--- src/include/standby_ctl_defs.svh ---
// Purpose: Constants for the halt and clock stop control block
// Assumes: 200 MHz ref_clk
// Notes: Included by bare name
`ifndef STANDBY_CTL_DEFS_SVH
`define STANDBY_CTL_DEFS_SVH
`define CLK_PERIOD_PS 5000
`define WAKE_COND_W 4
`define WAKE_BIT_PORT 0
`define WAKE_BIT_IRQ 1
`define WAKE_BIT_TIMER 2
`define WAKE_BIT_SPARE 3
`define SETTLE_CNT_W 24
`define SETTLE_DIV 1
`endif

--- src/include/standby_pkg.sv ---
// Purpose: Types for the halt and clock stop control block
// Assumes: Nothing
// Notes: Used as standby_pkg::name
package standby_pkg;
    typedef enum logic [1:0] {
        ST_RUN = 2'b00,
        ST_HALT = 2'b01,
        ST_STOP = 2'b10,
        ST_SETTLE = 2'b11
    } power_state_t;
endpackage

--- src/include/settle_if.sv ---
// Purpose: Carries settle timer start and done between modules
// Assumes: Same clock on both sides
// Notes: Plain signals, no clocking block
`timescale 1ns/1ps
interface settle_if;
    logic start;
    logic [23:0] load;
    logic done;
    modport ctl (output start, output load, input done);
    modport tmr (input start, input load, output done);
endinterface

--- src/settle_timer.sv ---
// Purpose: Counts the oscillator settle wait after a stop wake-up
// Assumes: start is a one-cycle pulse
// Notes: done pulses once when the count runs out
`timescale 1ns/1ps
`include "standby_ctl_defs.svh"
module settle_timer
(
    // Clock and reset
    input wire logic ref_clk,
    input wire logic rst,
    // Control
    settle_if.tmr sif
);
    logic [`SETTLE_CNT_W-1:0] cnt_ff;
    logic busy_ff;
    logic done_ff;

    // Down counter for the settle wait
    always_ff @(posedge ref_clk)
    begin
        if (rst)
        begin
            cnt_ff <= '0;
            busy_ff <= 1'b0;
            done_ff <= 1'b0;
        end
        else
        begin
            done_ff <= 1'b0;
            if (sif.start)
            begin
                cnt_ff <= sif.load;
                busy_ff <= 1'b1;
            end
            else if (busy_ff)
            begin
                if (cnt_ff <= `SETTLE_CNT_W'(1))
                begin
                    busy_ff <= 1'b0;
                    done_ff <= 1'b1;
                end
                else
                begin
                    cnt_ff <= cnt_ff - `SETTLE_CNT_W'(1);
                end
            end
        end
    end

    assign sif.done = done_ff;
endmodule // settle_timer

--- src/standby_ctl.sv ---
// Purpose: Halt and clock stop control of a small tuning controller
// Assumes: CPU presents halt and stop instruction requests as pulses
// Notes: All inputs from pins pass two flip-flops
`timescale 1ns/1ps
`include "standby_ctl_defs.svh"
module standby_ctl
#(
    parameter int NUM_IRQ = 6,
    parameter logic [`SETTLE_CNT_W-1:0] SETTLE_FULL_CYCLES = 24'h0f0000
)
(
    // Clock and reset
    input wire logic ref_clk,
    input wire logic rst,
    // CPU requests
    input wire logic halt_req,
    input wire logic stop_req,
    input wire logic [`WAKE_COND_W-1:0] stop_operand,
    input wire logic [3:0] halt_operand,
    input wire logic halt_release,
    // Resets and counter state
    input wire logic ce_reset,
    input wire logic ce_counter_running,
    // Pins
    input wire logic ce_pin,
    input wire logic [3:0] wake_input_port,
    // Interrupt and timer state
    input wire logic [NUM_IRQ-1:0] irq_enable_bit,
    input wire logic [NUM_IRQ-1:0] irq_request_bit,
    input wire logic timer_carry,
    input wire logic serial_ext_clk_sel,
    // Status and controls
    output logic ce_counter_running_flag,
    output logic pc_hold,
    output logic osc_enable,
    output logic periph_run,
    output logic serial_run,
    output logic pll_enable,
    output logic ctrl_reg_init,
    output logic special_pins_to_port,
    output logic resume_pulse,
    output logic [1:0] power_state
);
    standby_pkg::power_state_t state_ff;
    logic ce_meta_ff, ce_sync_ff, ce_prev_ff;
    logic [3:0] port_meta_ff, port_sync_ff;
    logic [`WAKE_COND_W-1:0] wake_sel_ff;
    logic ce_rise, stop_taken, wake_hit, irq_hit;
    logic ce_counter_running_ff, pc_hold_ff, osc_enable_ff, periph_run_ff;
    logic serial_run_ff, pll_enable_ff, ctrl_reg_init_ff, special_pins_ff;
    logic resume_ff;
    settle_if sif();

    // ------------------------------------------------------------
    // Pin synchronisers
    // ------------------------------------------------------------
    // Two stages for chip-enable and wake port
    always_ff @(posedge ref_clk)
    begin
        if (rst)
        begin
            ce_meta_ff <= 1'b0;
            ce_sync_ff <= 1'b0;
            ce_prev_ff <= 1'b0;
            port_meta_ff <= 4'h0;
            port_sync_ff <= 4'h0;
        end
        else
        begin
            ce_meta_ff <= ce_pin;
            ce_sync_ff <= ce_meta_ff;
            ce_prev_ff <= ce_sync_ff;
            port_meta_ff <= wake_input_port;
            port_sync_ff <= port_meta_ff;
        end
    end

    // ------------------------------------------------------------
    // Wake and request decode
    // ------------------------------------------------------------
    // Interrupt wake ignores the global enable
    assign irq_hit = |(irq_enable_bit & irq_request_bit);
    assign ce_rise = ce_sync_ff & ~ce_prev_ff;
    // Stop is taken only when no chip-enable rise or counter activity
    assign stop_taken = stop_req & ~ce_rise & ~ce_counter_running;
    // Any selected condition wakes; zero operand never matches
    assign wake_hit = (wake_sel_ff[`WAKE_BIT_PORT] & (|port_sync_ff))
        | (wake_sel_ff[`WAKE_BIT_IRQ] & irq_hit)
        | (wake_sel_ff[`WAKE_BIT_TIMER] & timer_carry);

    // Settle wait is half the selected time
    assign sif.start = (state_ff == standby_pkg::ST_STOP) && wake_hit;
    assign sif.load = SETTLE_FULL_CYCLES >> `SETTLE_DIV;

    settle_timer u_settle
    (
        .ref_clk(ref_clk),
        .rst(rst),
        .sif(sif)
    );

    // ------------------------------------------------------------
    // Power state machine
    // ------------------------------------------------------------
    // Resets end any low-power state
    always_ff @(posedge ref_clk)
    begin
        if (rst || ce_reset)
        begin
            state_ff <= standby_pkg::ST_RUN;
            wake_sel_ff <= '0;
        end
        else
        begin
            case (state_ff)
                standby_pkg::ST_RUN:
                begin
                    if (stop_taken)
                    begin
                        state_ff <= standby_pkg::ST_STOP;
                        wake_sel_ff <= stop_operand;
                    end
                    else if (halt_req)
                    begin
                        state_ff <= standby_pkg::ST_HALT;
                    end
                end
                standby_pkg::ST_HALT:
                begin
                    if (halt_release)
                    begin
                        state_ff <= standby_pkg::ST_RUN;
                    end
                end
                standby_pkg::ST_STOP:
                begin
                    if (wake_hit)
                    begin
                        state_ff <= standby_pkg::ST_SETTLE;
                    end
                end
                standby_pkg::ST_SETTLE:
                begin
                    if (sif.done)
                    begin
                        state_ff <= standby_pkg::ST_RUN;
                    end
                end
                default:
                begin
                    state_ff <= standby_pkg::ST_RUN;
                end
            endcase
        end
    end

    // ------------------------------------------------------------
    // Registered outputs
    // ------------------------------------------------------------
    // Counter status flag
    always_ff @(posedge ref_clk)
    begin
        if (rst)
        begin
            ce_counter_running_ff <= 1'b0;
        end
        else
        begin
            ce_counter_running_ff <= ce_counter_running;
        end
    end

    // Program counter hold while halted, stopped or settling
    always_ff @(posedge ref_clk)
    begin
        if (rst)
        begin
            pc_hold_ff <= 1'b0;
        end
        else
        begin
            pc_hold_ff <= (state_ff != standby_pkg::ST_RUN);
        end
    end

    // Peripheral, oscillator and synthesizer enables
    always_ff @(posedge ref_clk)
    begin
        if (rst)
        begin
            osc_enable_ff <= 1'b1;
            periph_run_ff <= 1'b1;
            serial_run_ff <= 1'b1;
            pll_enable_ff <= 1'b0;
            special_pins_ff <= 1'b0;
        end
        else
        begin
            // Oscillator runs again during the settle wait
            osc_enable_ff <= (state_ff != standby_pkg::ST_STOP);
            // Halt leaves peripherals alone except serial on internal clock; stop and settle freeze them
            periph_run_ff <= (state_ff == standby_pkg::ST_RUN)
                || (state_ff == standby_pkg::ST_HALT);
            serial_run_ff <= (state_ff == standby_pkg::ST_RUN)
                || ((state_ff == standby_pkg::ST_HALT) && serial_ext_clk_sel);
            pll_enable_ff <= ce_sync_ff && ((state_ff == standby_pkg::ST_RUN)
                || (state_ff == standby_pkg::ST_HALT));
            // Only alternate functions fall back; port latches are untouched
            special_pins_ff <= (state_ff == standby_pkg::ST_STOP)
                || (state_ff == standby_pkg::ST_SETTLE);
        end
    end

    // Control register initialise pulse on stop entry only
    always_ff @(posedge ref_clk)
    begin
        if (rst)
        begin
            ctrl_reg_init_ff <= 1'b0;
        end
        else
        begin
            ctrl_reg_init_ff <= (state_ff == standby_pkg::ST_RUN) && stop_taken
                && !ce_reset;
        end
    end

    // Resume pulse when settle wait ends
    always_ff @(posedge ref_clk)
    begin
        if (rst)
        begin
            resume_ff <= 1'b0;
        end
        else
        begin
            resume_ff <= (state_ff == standby_pkg::ST_SETTLE) && sif.done
                && !ce_reset;
        end
    end

    assign ce_counter_running_flag = ce_counter_running_ff;
    assign pc_hold = pc_hold_ff;
    assign osc_enable = osc_enable_ff;
    assign periph_run = periph_run_ff;
    assign serial_run = serial_run_ff;
    assign pll_enable = pll_enable_ff;
    assign ctrl_reg_init = ctrl_reg_init_ff;
    assign special_pins_to_port = special_pins_ff;
    assign resume_pulse = resume_ff;
    assign power_state = state_ff;
endmodule // standby_ctl
--- config.mk ---
export PLATFORM = sky130hd
export DESIGN_NAME = standby_ctl
export DESIGN_NICKNAME = d
export VERILOG_FILES = /design/src/include/standby_pkg.sv /design/src/include/settle_if.sv /design/src/settle_timer.sv /design/src/standby_ctl.sv
export VERILOG_INCLUDE_DIRS = /design/src /design/src/include
export SDC_FILE = /design/constraint.sdc
export NUM_CORES = 1
export LEC_CHECK = 0
export BUFFER_PORTS_ARGS = -buffer_cell sky130_fd_sc_hd__buf_2
export CELL_PAD_IN_SITES_DETAIL_PLACEMENT = 2
export CELL_PAD_IN_SITES_GLOBAL_PLACEMENT = 2
export CORE_MARGIN = 2
export CORE_UTILIZATION = 26
export CTS_CLUSTER_SIZE = 12
export DETAILED_ROUTE_END_ITERATION = 16
export PLACE_DENSITY_LB_ADDON = 0.1
export SLEW_MARGIN = 20
export SYNTH_ARGS = -nofsm -noshare
export SYNTH_HDL_FRONTEND = slang
export SYNTH_HIERARCHICAL = 1
export SYNTH_SLANG_ARGS = --single-unit
--- constraint.sdc ---
create_clock -name ref_clk -period 4.8 [get_ports ref_clk]
set_input_delay 0.24 -clock ref_clk [delete_from_list [all_inputs] [get_ports ref_clk]]
set_output_delay 0.24 -clock ref_clk [all_outputs]
set_load 0.02 [all_outputs]
==> results of run 1 <==
-- layout make-up --
cell class	count	area, µm²	share of cell area [%]
well taps	108	135.1	4.720
repair buffers	41	210.2	7.343
flip-flops and latches	51	1021	35.66
multi-input cells	212	1368	47.77
clock buffers	5	68.82	2.404
clock inverters	3	26.28	0.9178
inverters	9	33.78	1.180
-- cell families (layout without fill, tap and decap cells) --
| family | count (synthesis) | count (layout) | synth area share, % |
|---|---|---|---|
| AO/OA/AOI/OAI | 54 | 54 | 16.45 |
| XOR/XNOR | 19 | 19 | 6.989 |
| adder cells (fa/ha/maj) | 2 | 2 | 1.051 |
| buffers and inverters | 21 | 58 | 3.678 |
| flip-flops | 51 | 51 | 42.88 |
| multiplexers | 4 | 4 | 1.682 |
| other | 2 | 24 | 0.3154 |
| AND/OR/NAND/NOR | 109 | 109 | 26.96 |
-- metal layers --
layer,vias to the layer above,routed length [µm],track usage (%)
li1,1036,-,-
met1,1016,3022,17.87
met2,14,3016,22.87
met3,8,98,2.319
met4,0,78,4.110
met5,-,0,0
-- per-stage QoR --
step	utilization (%)	hold WS, ns	setup WS, ns	instance area [µm²]	power, mW
2_1_floorplan	-	0.3180	2.600	2464	0.4816
6_report	32.51	0.1222	2.384	2863	0.7695
5_1_grt	32.51	0.1309	2.099	2863	0.8117
3_3_place_gp	31.29	0.4180	2.216	2755	0.5041
3_5_place_dp	31.29	0.4352	2.155	2755	0.5060
4_1_cts	32.37	0.1171	2.119	2850	0.7839
-- worst paths after layout --
check	endpoint	slack [ns]	cells after the start
worst max-delay path	u_settle/cnt_ff[1]$_SDFFE_PP0P_	2.38	5
worst min-delay path	port_meta_ff[1]$_SDFF_PP0_	0.12	2
worst max register to register	u_settle/cnt_ff[1]$_SDFFE_PP0P_	2.38	5
worst min register to register	port_sync_ff[0]$_SDFF_PP0_	0.45	1
-- cell usage after synthesis, types with 3 or more instances --
| cell type | count | area share, % |
|---|---|---|
| nor4_1 | 11 | 2.9 |
| inv_1 | 8 | 1.3 |
| a211oi_1 | 16 | 5.0 |
| a22oi_1 | 3 | 0.95 |
| nor2b_1 | 12 | 3.2 |
| nand4b_1 | 4 | 1.5 |
| and2_1 | 4 | 1.1 |
| a21oi_1 | 12 | 2.5 |
| or2_2 | 3 | 0.79 |
| o21bai_1 | 3 | 0.95 |
| nor3_1 | 11 | 2.3 |
| clkbuf_1 | 9 | 1.4 |
| xnor2_1 | 19 | 7.0 |
| a211oi_2 | 4 | 2.1 |
| nand2_1 | 12 | 1.9 |
| mux2i_1 | 4 | 1.7 |
| and4_1 | 3 | 1.1 |
| nor2_1 | 27 | 4.3 |
| a31oi_1 | 3 | 0.79 |
| o21ai_0 | 6 | 1.3 |
| dfxtp_1 | 51 | 43 |
-- state kept, by name (all words and copies together), names as in the netlist --
name                     count
u_settle/busy_ff             1
ce_sync_ff                   1
ce_counter_running_flag      1
serial_run                   1
special_pins_to_port         1
port_sync_ff                 4
osc_enable                   1
power_state                  2
ce_prev_ff                   1
u_settle/cnt_ff             24
port_meta_ff                 4
pc_hold                      1
ce_meta_ff                   1
pll_enable                   1
wake_sel_ff                  3
resume_pulse                 1
periph_run                   1
u_settle/sif.done            1
ctrl_reg_init                1
-- power by group through the flow --
stage          clock network (mW)  registers [mW]  logic [mW]
6_report                    0.274           0.435      0.0597
5_1_grt                     0.307           0.437      0.0678
4_1_cts                     0.288           0.436      0.0608
3_5_place_dp                    0           0.445      0.0607
3_3_place_gp                    0           0.445      0.0590
2_1_floorplan                   0           0.448      0.0337
==> impl_metrics.json, run 1 <==
{
  "tightest_slew_ns": 0.9689,
  "rsz0062_at_grt": "no",
  "slew_headroom_pct": 35.41,
  "drt-pass1-iter-count": 3,
  "area_delta_synth_final_pct": 20.23,
  "final_nets": 356,
  "die_x_um": 99.70,
  "drive_gt1_share_pct": 21.50,
  "synth_edf_count": 0,
  "drv_slew": 0,
  "start_util_pct": 27.04,
  "path_class": "flip-flop to flip-flop",
  "outcome": "finished clean",
  "path_clk_slew_ns": 0.11,
  "cts-buffers-inserted": 5,
  "wl_um": 6216,
  "clock_latency_ns": 0.32,
  "grt_pass1_vias": 2142,
  "hpwl_um": 4366,
  "ys_warn_count": 6,
  "ys_seq_area_share_pct": 42.88,
  "cts_hold_buffers": 0,
  "final_cells": 429,
  "power_frac_seq_pct": 56.6,
  "cp_slowest_cell": "or4_4",
  "synthArstFlopShare_pct": 0,
  "grt_overflow": 0,
  "grt_first_pass_wirelength_um": 10790,
  "startpoint": "u_settle/cnt_ff[2]$_SDFFE_PP0P_",
  "syn_avg_cell_area_um2": 9.088,
  "wl_per_cell_um": 14.49,
  "hold_class": "input port to flip-flop",
  "sw_frac_of_total_pct": 26.76,
  "vias_per_cell": 4.834,
  "layout_common_cells": "51 x dfxtp_1, 39 x buf_2, 27 x nor2_1, 24 x conb_1, 19 x xnor2_1",
  "cts_resized": 0,
  "timing.fmax_mhz": 413.8,
  "cts_tree": "done",
  "grt_max_degree": 50,
  "synthCells": 262,
  "num-fill-cells": 1032,
  "fin_crit_ns": 2.416,
  "cp_data_arrival_time_ns": 2.57,
  "postCtsSetupBuffers": 0,
  "setup_viol": 0,
  "antenna_found_initial": 0,
  "worstReg2RegStart": "u_settle/cnt_ff[2]$_SDFFE_PP0P_",
  "p_int_mw": 0.5636,
  "hold_viol_final": 0,
  "ys.flop_type": "dfxtp_1",
  "maxCapViolCount": 0,
  "gr-usage-all-layers_pct": 13.61,
  "pwr-share-clk_pct": 35.7,
  "critical_path.top_delay_family": "simple AND/OR/NAND/NOR gates",
  "comb_power_share_pct": 7.8,
  "powerDensity_mw_per_mm2": 268.8,
  "routabilityCongestion": 0.6975,
  "min_period_over_period_pct": 50.34,
  "end_kind": "flip-flop",
  "finalSetupTns_ns": 0,
  "h-tree-depth": 2,
  "crit_buf_inv": 0,
  "die_h_um": 99.70,
  "worst_setup_path_start_kind": "flip-flop",
  "dieArea_mm2": 0.009939,
  "portBuffers": 39,
  "cts.sink_count": 51,
  "insertedDiodeCount": 0,
  "hp-start": "wake_input_port[1]",
  "ios": 45,
  "row_count": 34,
  "placed_cells": 421,
  "crit_required_ns": 4.96,
  "syn_area_mm2": 0.002381,
  "core_area_mm2": 0.008806,
  "ctsRootBufferMaster": "clkbuf_8",
  "initialDrtViolationCount": 22,
  "clk_path_buf_depth": 2,
  "cpPeakStageDelay_ns": 0.61,
  "final_common_cell": "dfxtp_1",
  "yosysUniqueCellTypes": 48,
  "crit_fanout": 7,
  "path_cells": "or4_1 -> or4_4 -> o31ai_4 -> or4_2 -> o211ai_1",
  "ys_seq_elements": 51,
  "ir_drop_uv": 112.7,
  "p_sw_mw": 0.2059,
  "fin_worst_skew_ns": 0.01145,
  "drc_errors": 0,
  "antenna_left": 0,
  "num_vias": 2074,
  "p_leak_nw": 1.065
}
No activity file was read; power rests on OpenSTA's default activity.
==> inputs of run 2 (changes only) <==
==> constraint.sdc (replaced) <==
create_clock -name ref_clk -period 2.1 [get_ports ref_clk]
set_input_delay 0.105 -clock ref_clk [delete_from_list [all_inputs] [get_ports ref_clk]]
set_output_delay 0.105 -clock ref_clk [all_outputs]
set_load 0.02 [all_outputs]
==> run 2 against run 1 <==
  * The run now ends with negative setup slack left
  * Wire length increased by 8.7%
  * Maximum frequency increased by 13%
  * Sequential power increased by 130%
  * Final cell count increased by 7.0%
  * Clock power increased by 130%
  * Final area increased by 13%
  * Register-to-register slack got worse by 2.4 ns
  * Power increased by 130%
  * Count of clock-buffer cells in the layout unchanged
  * Global-route usage increased by 1.1 points
  * Combinational power increased to 2.7 times the previous value
  * Non-clock buffer count increased by 30
  * Largest cell class unchanged
  * Largest power group unchanged
  * Highest routed layer unchanged
==> impl_metrics.json, run 2 (synthesis gave the netlist of run 1 again) <==
{
  "num-fill-cells": 1018,
  "min_period_over_period_pct": 102.1,
  "post-route-util_pct": 36.67,
  "hpwl_um": 4864,
  "crit_required_ns": 2.34,
  "layout_common_cells": "47 x dfxtp_1, 39 x buf_2, 26 x nor2_1, 25 x buf_4, 24 x conb_1",
  "final_nets": 386,
  "hold_class": "input port to flip-flop",
  "p_leak_nw": 1.242,
  "placed_cells": 445,
  "vias_per_cell": 4.760,
  "maxCapViolCount": 0,
  "largest_reg_flops": 24,
  "wl_per_cell_um": 14.72,
  "portBuffers": 39,
  "timing.hold.ws_ns": 0.01244,
  "top_register": "u_settle/cnt_ff",
  "dpl_worst_slack_ns": -0.08190,
  "grt_first_pass_wirelength_um": 11750,
  "path_class": "flip-flop to flip-flop",
  "start_util_pct": 27.04,
  "comb_power_share_pct": 9.1,
  "timing.critical_path.mode_cell": "or4_4",
  "worst_setup_path_start_kind": "flip-flop",
  "grt_pass1_vias": 2338,
  "core_area_mm2": 0.008806,
  "cpPeakStageDelay_ns": 0.57,
  "ctsRootBufferMaster": "clkbuf_8",
  "area_delta_synth_final_pct": 35.63,
  "die_x_um": 99.70,
  "cp_slowest_cell": "or4_4",
  "gr-usage-all-layers_pct": 14.73,
  "outcome": "finished with violations",
  "insertedDiodeCount": 0,
  "setup_viol": 7,
  "clk_path_buf_depth": 2,
  "regArea_mm2": 0.001026,
  "hold_viol_final": 0,
  "fin_worst_skew_ns": 0.007742,
  "crit_fanout": 7,
  "final_cells": 459,
  "clock_latency_ns": 0.31,
  "ios": 45,
  "cp_data_arrival_time_ns": 2.38,
  "routabilityCongestion": 0.7190,
  "p_int_mw": 1.304,
  "tightest_slew_ns": 0.6949,
  "p_sw_mw": 0.4772,
  "drive_gt1_share_pct": 32.19,
  "critical_path.top_delay_family": "simple AND/OR/NAND/NOR gates",
  "row_count": 34,
  "die_h_um": 99.70,
  "grt_max_degree": 47,
  "slew_headroom_pct": 53.67,
  "sw_frac_of_total_pct": 26.79,
  "path_cells": "or4_4 -> or4_4 -> o31ai_4 -> xnor2_1 -> a211oi_2",
  "wl_um": 6757,
  "cts_tree": "done",
  "multi_input_area_mm2": 0.001474,
  "final_common_cell": "dfxtp_1",
  "drt-pass1-iter-count": 4,
  "drv_slew": 0,
  "powerDensity_mw_per_mm2": 551.6,
  "rsz0062_at_grt": "yes",
  "antenna_left": 0,
  "initialDrtViolationCount": 39,
  "end_kind": "flip-flop",
  "pwr-share-clk_pct": 35.0,
  "drc_errors": 0,
  "violations": "negative setup slack",
  "crit_buf_inv": 0,
  "reg_top3": "u_settle/cnt_ff (24), port_meta_ff (4), port_sync_ff (4)",
  "timing.fmax_mhz": 466.2,
  "cts-buffers-inserted": 5,
  "ir_drop_uv": 225.1,
  "antenna_found_initial": 0,
  "dieArea_mm2": 0.009939,
  "grt_overflow": 0,
  "power_frac_seq_pct": 55.8,
  "cts.sink_count": 51,
  "num_vias": 2185,
  "h-tree-depth": 2,
  "fin_ws_ns": -0.04506,
  "path_clk_slew_ns": 0.10,
  "fin_crit_ns": 2.145
}
## run 2: final timing paths
check / startpoint / end / slack (ns) / cells past startpoint
max reg2reg: u_settle/cnt_ff[5]$_SDFFE_PP0P_ / u_settle/cnt_ff[0]$_SDFFE_PP0P_ / -0.05 / 5
min: serial_ext_clk_sel / serial_run$_SDFF_PP1_ / 0.01 / 3
max: u_settle/cnt_ff[5]$_SDFFE_PP0P_ / u_settle/cnt_ff[0]$_SDFFE_PP0P_ / -0.05 / 5
min reg2reg: ce_meta_ff$_SDFF_PP0_ / ce_sync_ff$_SDFF_PP0_ / 0.45 / 1
## run 2: tightest hold or removal path, delay by kind of cell
| family | cells | cell delay [ns] |
|---|---|---|
| buf+inv | 1 | 0.07 |
| compound gates | 1 | 0.06 |
| simple gates | 1 | 0.06 |
## run 2: timing repair
action / in CTS / in global routing
gates resized for setup: 6 / 18
hold buffers: 4 / 0
hold endpoints to repair: 4 / 0
setup buffers: 3 / 0
setup endpoints to repair: 14 / 22
pin swaps: 3 / 12
## run 2: through the flow
stage / area (µm²) / power, mW / TNS (ns)
finish: 3229 / 1.781 / -0.1785
floorplan: 2487 / 1.103 / 0
global route: 3229 / 1.872 / -0.8012
global placement: 2972 / 1.163 / -0.1889
detailed placement: 2972 / 1.166 / -0.4854
CTS: 3147 / 1.824 / -0.3286
## run 2: power by group through the flow
stage               clock [mW]  combinational, mW  sequential [mW]
global route             0.691              0.184            0.997
CTS                      0.669              0.161            0.995
floorplan                    0             0.0787             1.02
global placement             0              0.147             1.02
finish                   0.624              0.163            0.995
detailed placement           0              0.150             1.02
## run 2: final cells by class
| class | count | share of cell area (%) |
|---|---|---|
| sequential | 51 | 31.77 |
| multi-input combinational | 212 | 45.64 |
| clock inverter | 3 | 0.8136 |
| clock buffer | 5 | 2.131 |
| inverter | 9 | 1.046 |
| timing repair buffer | 71 | 14.41 |
| tap | 108 | 4.184 |
## run 2: metal layers
metal | vias up | share of wire, % | GRT usage (%) | wire, µm
met5 | - | 0 | 0 | 0
met4 | 0 | 1.1 | 3.583 | 77
met3 | 7 | 2.0 | 2.600 | 138
met2 | 17 | 48 | 24.43 | 3233
met1 | 1071 | 49 | 19.89 | 3307
li1 | 1090 | - | - | -
==> inputs of run 3 (changes only) <==
--- a/config.mk
+++ b/config.mk
@@ -10,7 +10,7 @@
 export CELL_PAD_IN_SITES_DETAIL_PLACEMENT = 2
 export CELL_PAD_IN_SITES_GLOBAL_PLACEMENT = 2
 export CORE_MARGIN = 2
-export CORE_UTILIZATION = 26
+export CORE_UTILIZATION = 30
 export CTS_CLUSTER_SIZE = 12
 export DETAILED_ROUTE_END_ITERATION = 16
 export PLACE_DENSITY_LB_ADDON = 0.1
==> run 3 against run 2 <==
  * The run still ends with negative setup slack left
  * Register-to-register slack worse by 0.02 ns
  * Maximum frequency decreased by 0.97%
  * Die area fell by 13%
  * Via count is 1.2% higher
  * Count of clock-buffer cells in the layout stayed put
  * Power up 2.5%
  * Wire length rose by 4.3%
  * Utilization increased by 6.0 points
  * Worst hold slack better by 0.0052 ns
  * Critical path type unchanged
  * Largest cell class unchanged
  * Highest routed layer unchanged
==> impl_metrics.json, run 3 (synthesis gave the netlist of run 1 again) <==
{
  "crit_buf_inv": 0,
  "multi_input_area_mm2": 0.001485,
  "violations": "negative setup slack",
  "timing.critical_path.mode_cell": "or4_4",
  "largest_reg_flops": 24,
  "hold_class": "input port to flip-flop",
  "worst_setup_path_start_kind": "flip-flop",
  "final_nets": 390,
  "final_common_cell": "dfxtp_1",
  "rsz0062_at_grt": "yes",
  "wl_um": 7049,
  "outcome": "finished with violations",
  "p_leak_nw": 1.276,
  "hpwl_um": 4912,
  "antenna_found_initial": 0,
  "clk_path_buf_depth": 2,
  "drive_gt1_share_pct": 33.24,
  "start_util_pct": 30.81,
  "antenna_left": 0,
  "slew_headroom_pct": 59.86,
  "cp_slowest_cell": "or4_4",
  "wl_per_cell_um": 15.42,
  "tightest_slew_ns": 0.6022,
  "holdPathStages": 3,
  "initialDrtViolationCount": 57,
  "crit_required_ns": 2.31,
  "min_period_over_period_pct": 103.1,
  "fin_ws_ns": -0.06611,
  "end_kind": "flip-flop",
  "routabilityCongestion": 0.7403,
  "cts-buffers-inserted": 5,
  "drt-pass1-iter-count": 4,
  "core_area_mm2": 0.007727,
  "final_area_mm2": 0.003301,
  "area_delta_synth_final_pct": 38.62,
  "powerDensity_mw_per_mm2": 553.0,
  "path_clk_slew_ns": 0.11,
  "startpoint": "u_settle/cnt_ff[5]$_SDFFE_PP0P_",
  "timing.hold.ws_ns": 0.01760,
  "cts_tree": "done",
  "crit_path_end": "u_settle/cnt_ff[1]$_SDFFE_PP0P_",
  "hold_viol_final": 0,
  "h-tree-depth": 2,
  "vias_per_cell": 4.840,
  "reg2reg_depth": 5,
  "worstReg2RegStart": "u_settle/cnt_ff[5]$_SDFFE_PP0P_",
  "setup_viol": 7,
  "cts.sink_count": 51,
  "reg_top3": "u_settle/cnt_ff (24), port_meta_ff (4), port_sync_ff (4)",
  "grt_max_degree": 47,
  "crit_fanout": 7,
  "critical_path.top_delay_family": "simple AND/OR/NAND/NOR gates",
  "fin_worst_skew_ns": 0.006661,
  "num_vias": 2212,
  "drc_errors": 0,
  "path_class": "flip-flop to flip-flop",
  "place_area_mm2": 0.002964,
  "ctsRootBufferMaster": "clkbuf_8",
  "reg2reg_slack_ns": -0.07,
  "clock_latency_ns": 0.32,
  "grt_pass1_vias": 2413,
  "ir_drop_uv": 276.9,
  "fin_crit_ns": 2.166,
  "cp_data_arrival_time_ns": 2.38,
  "die_h_um": 93.09,
  "drv_slew": 0,
  "num-fill-cells": 878,
  "insertedDiodeCount": 0,
  "layout_common_cells": "48 x dfxtp_1, 39 x buf_2, 27 x buf_4, 26 x nor2_1, 24 x conb_1",
  "die_x_um": 93.09,
  "cp_num_cells": 5,
  "timing.fmax_mhz": 461.7,
  "gr-usage-all-layers_pct": 16.92,
  "cpPeakStageDelay_ns": 0.57,
  "path_cells": "or4_4 -> or4_4 -> o31ai_4 -> or4_2 -> o211ai_1",
  "maxCapViolCount": 0,
  "grt_first_pass_wirelength_um": 11680,
  "row_count": 32,
  "dieArea_mm2": 0.008666,
  "grt_overflow": 0,
  "r2r_end": "u_settle/cnt_ff[1]$_SDFFE_PP0P_",
  "ios": 45,
  "finalSetupTns_ns": -0.2628,
  "top_register": "u_settle/cnt_ff",
  "power_mw": 1.825,
  "regArea_mm2": 0.001025,
  "portBuffers": 39
}
==> run 3: per-stage QoR <==
step / util [%] / std cells / worst slack, ns
final: 42.71 / 457 / -0.06611
after global routing: 42.71 / 457 / -0.1473
after floorplan: - / 284 / 0.003237
after detailed placement: 38.36 / 439 / -0.1092
after CTS: 41.24 / 455 / -0.1012
after global placement: 38.36 / 439 / -0.06593
==> run 3: worst reg2reg max path, cell delays in order (launching register included) <==
cell and delay, ns:
dfxtp_2 0.33, or4_4 0.54, or4_4 0.57, o31ai_4 0.35, or4_2 0.20, o211ai_1 0.07
==> run 3: power by group <==
group	switching, mW	internal (mW)
clock	0.396	0.257
sequential	0.00966	0.986
combinational	0.0952	0.0812
total	0.501	1.32
==> run 3: how the worst min path moves through the flow <==
| stage | from | to | slack [ns] |
|---|---|---|---|
| 4_1_cts | serial_ext_clk_sel | serial_run$_SDFF_PP1_ | 0.01 |
| 6_report | serial_ext_clk_sel | serial_run$_SDFF_PP1_ | 0.02 |
| 5_1_grt | serial_ext_clk_sel | serial_run$_SDFF_PP1_ | 0.01 |
| 3_3_place_gp | wake_input_port[3] | port_meta_ff[3]$_SDFF_PP0_ | 0.31 |
| 3_5_place_dp | wake_input_port[3] | port_meta_ff[3]$_SDFF_PP0_ | 0.32 |
| 2_1_floorplan | ce_reset | resume_pulse$_SDFF_PP0_ | 0.18 |
==> run 3: area by class of cell <==
class | instances | area share (%)
tap | 102 | 3.867
clock inverter | 3 | 0.9477
clock buffer | 5 | 2.085
multi-input combinational | 212 | 45.00
timing repair buffer | 75 | 16.03
sequential | 51 | 31.05
inverter | 9 | 1.024
==> run 3: routing by layer <==
layer	GRT usage (%)	vias to the layer above	share of wire, %
met5	0	-	0
met4	4.412	0	0.78
met3	3.223	4	1.8
met2	30.07	16	51
met1	20.96	1091	46
li1	-	1101	-
==> run 3: what timing repair did <==
| action | 4_1_cts | 5_1_grt |
|---|---|---|
| setup endpoints to repair | 18 | 22 |
| resized for setup | 11 | 14 |
| hold endpoints to repair | 4 | 0 |
| cloned | 0 | 1 |
| setup buffers | 4 | 1 |
| hold buffers | 4 | 0 |
| pin swaps | 8 | 14 |
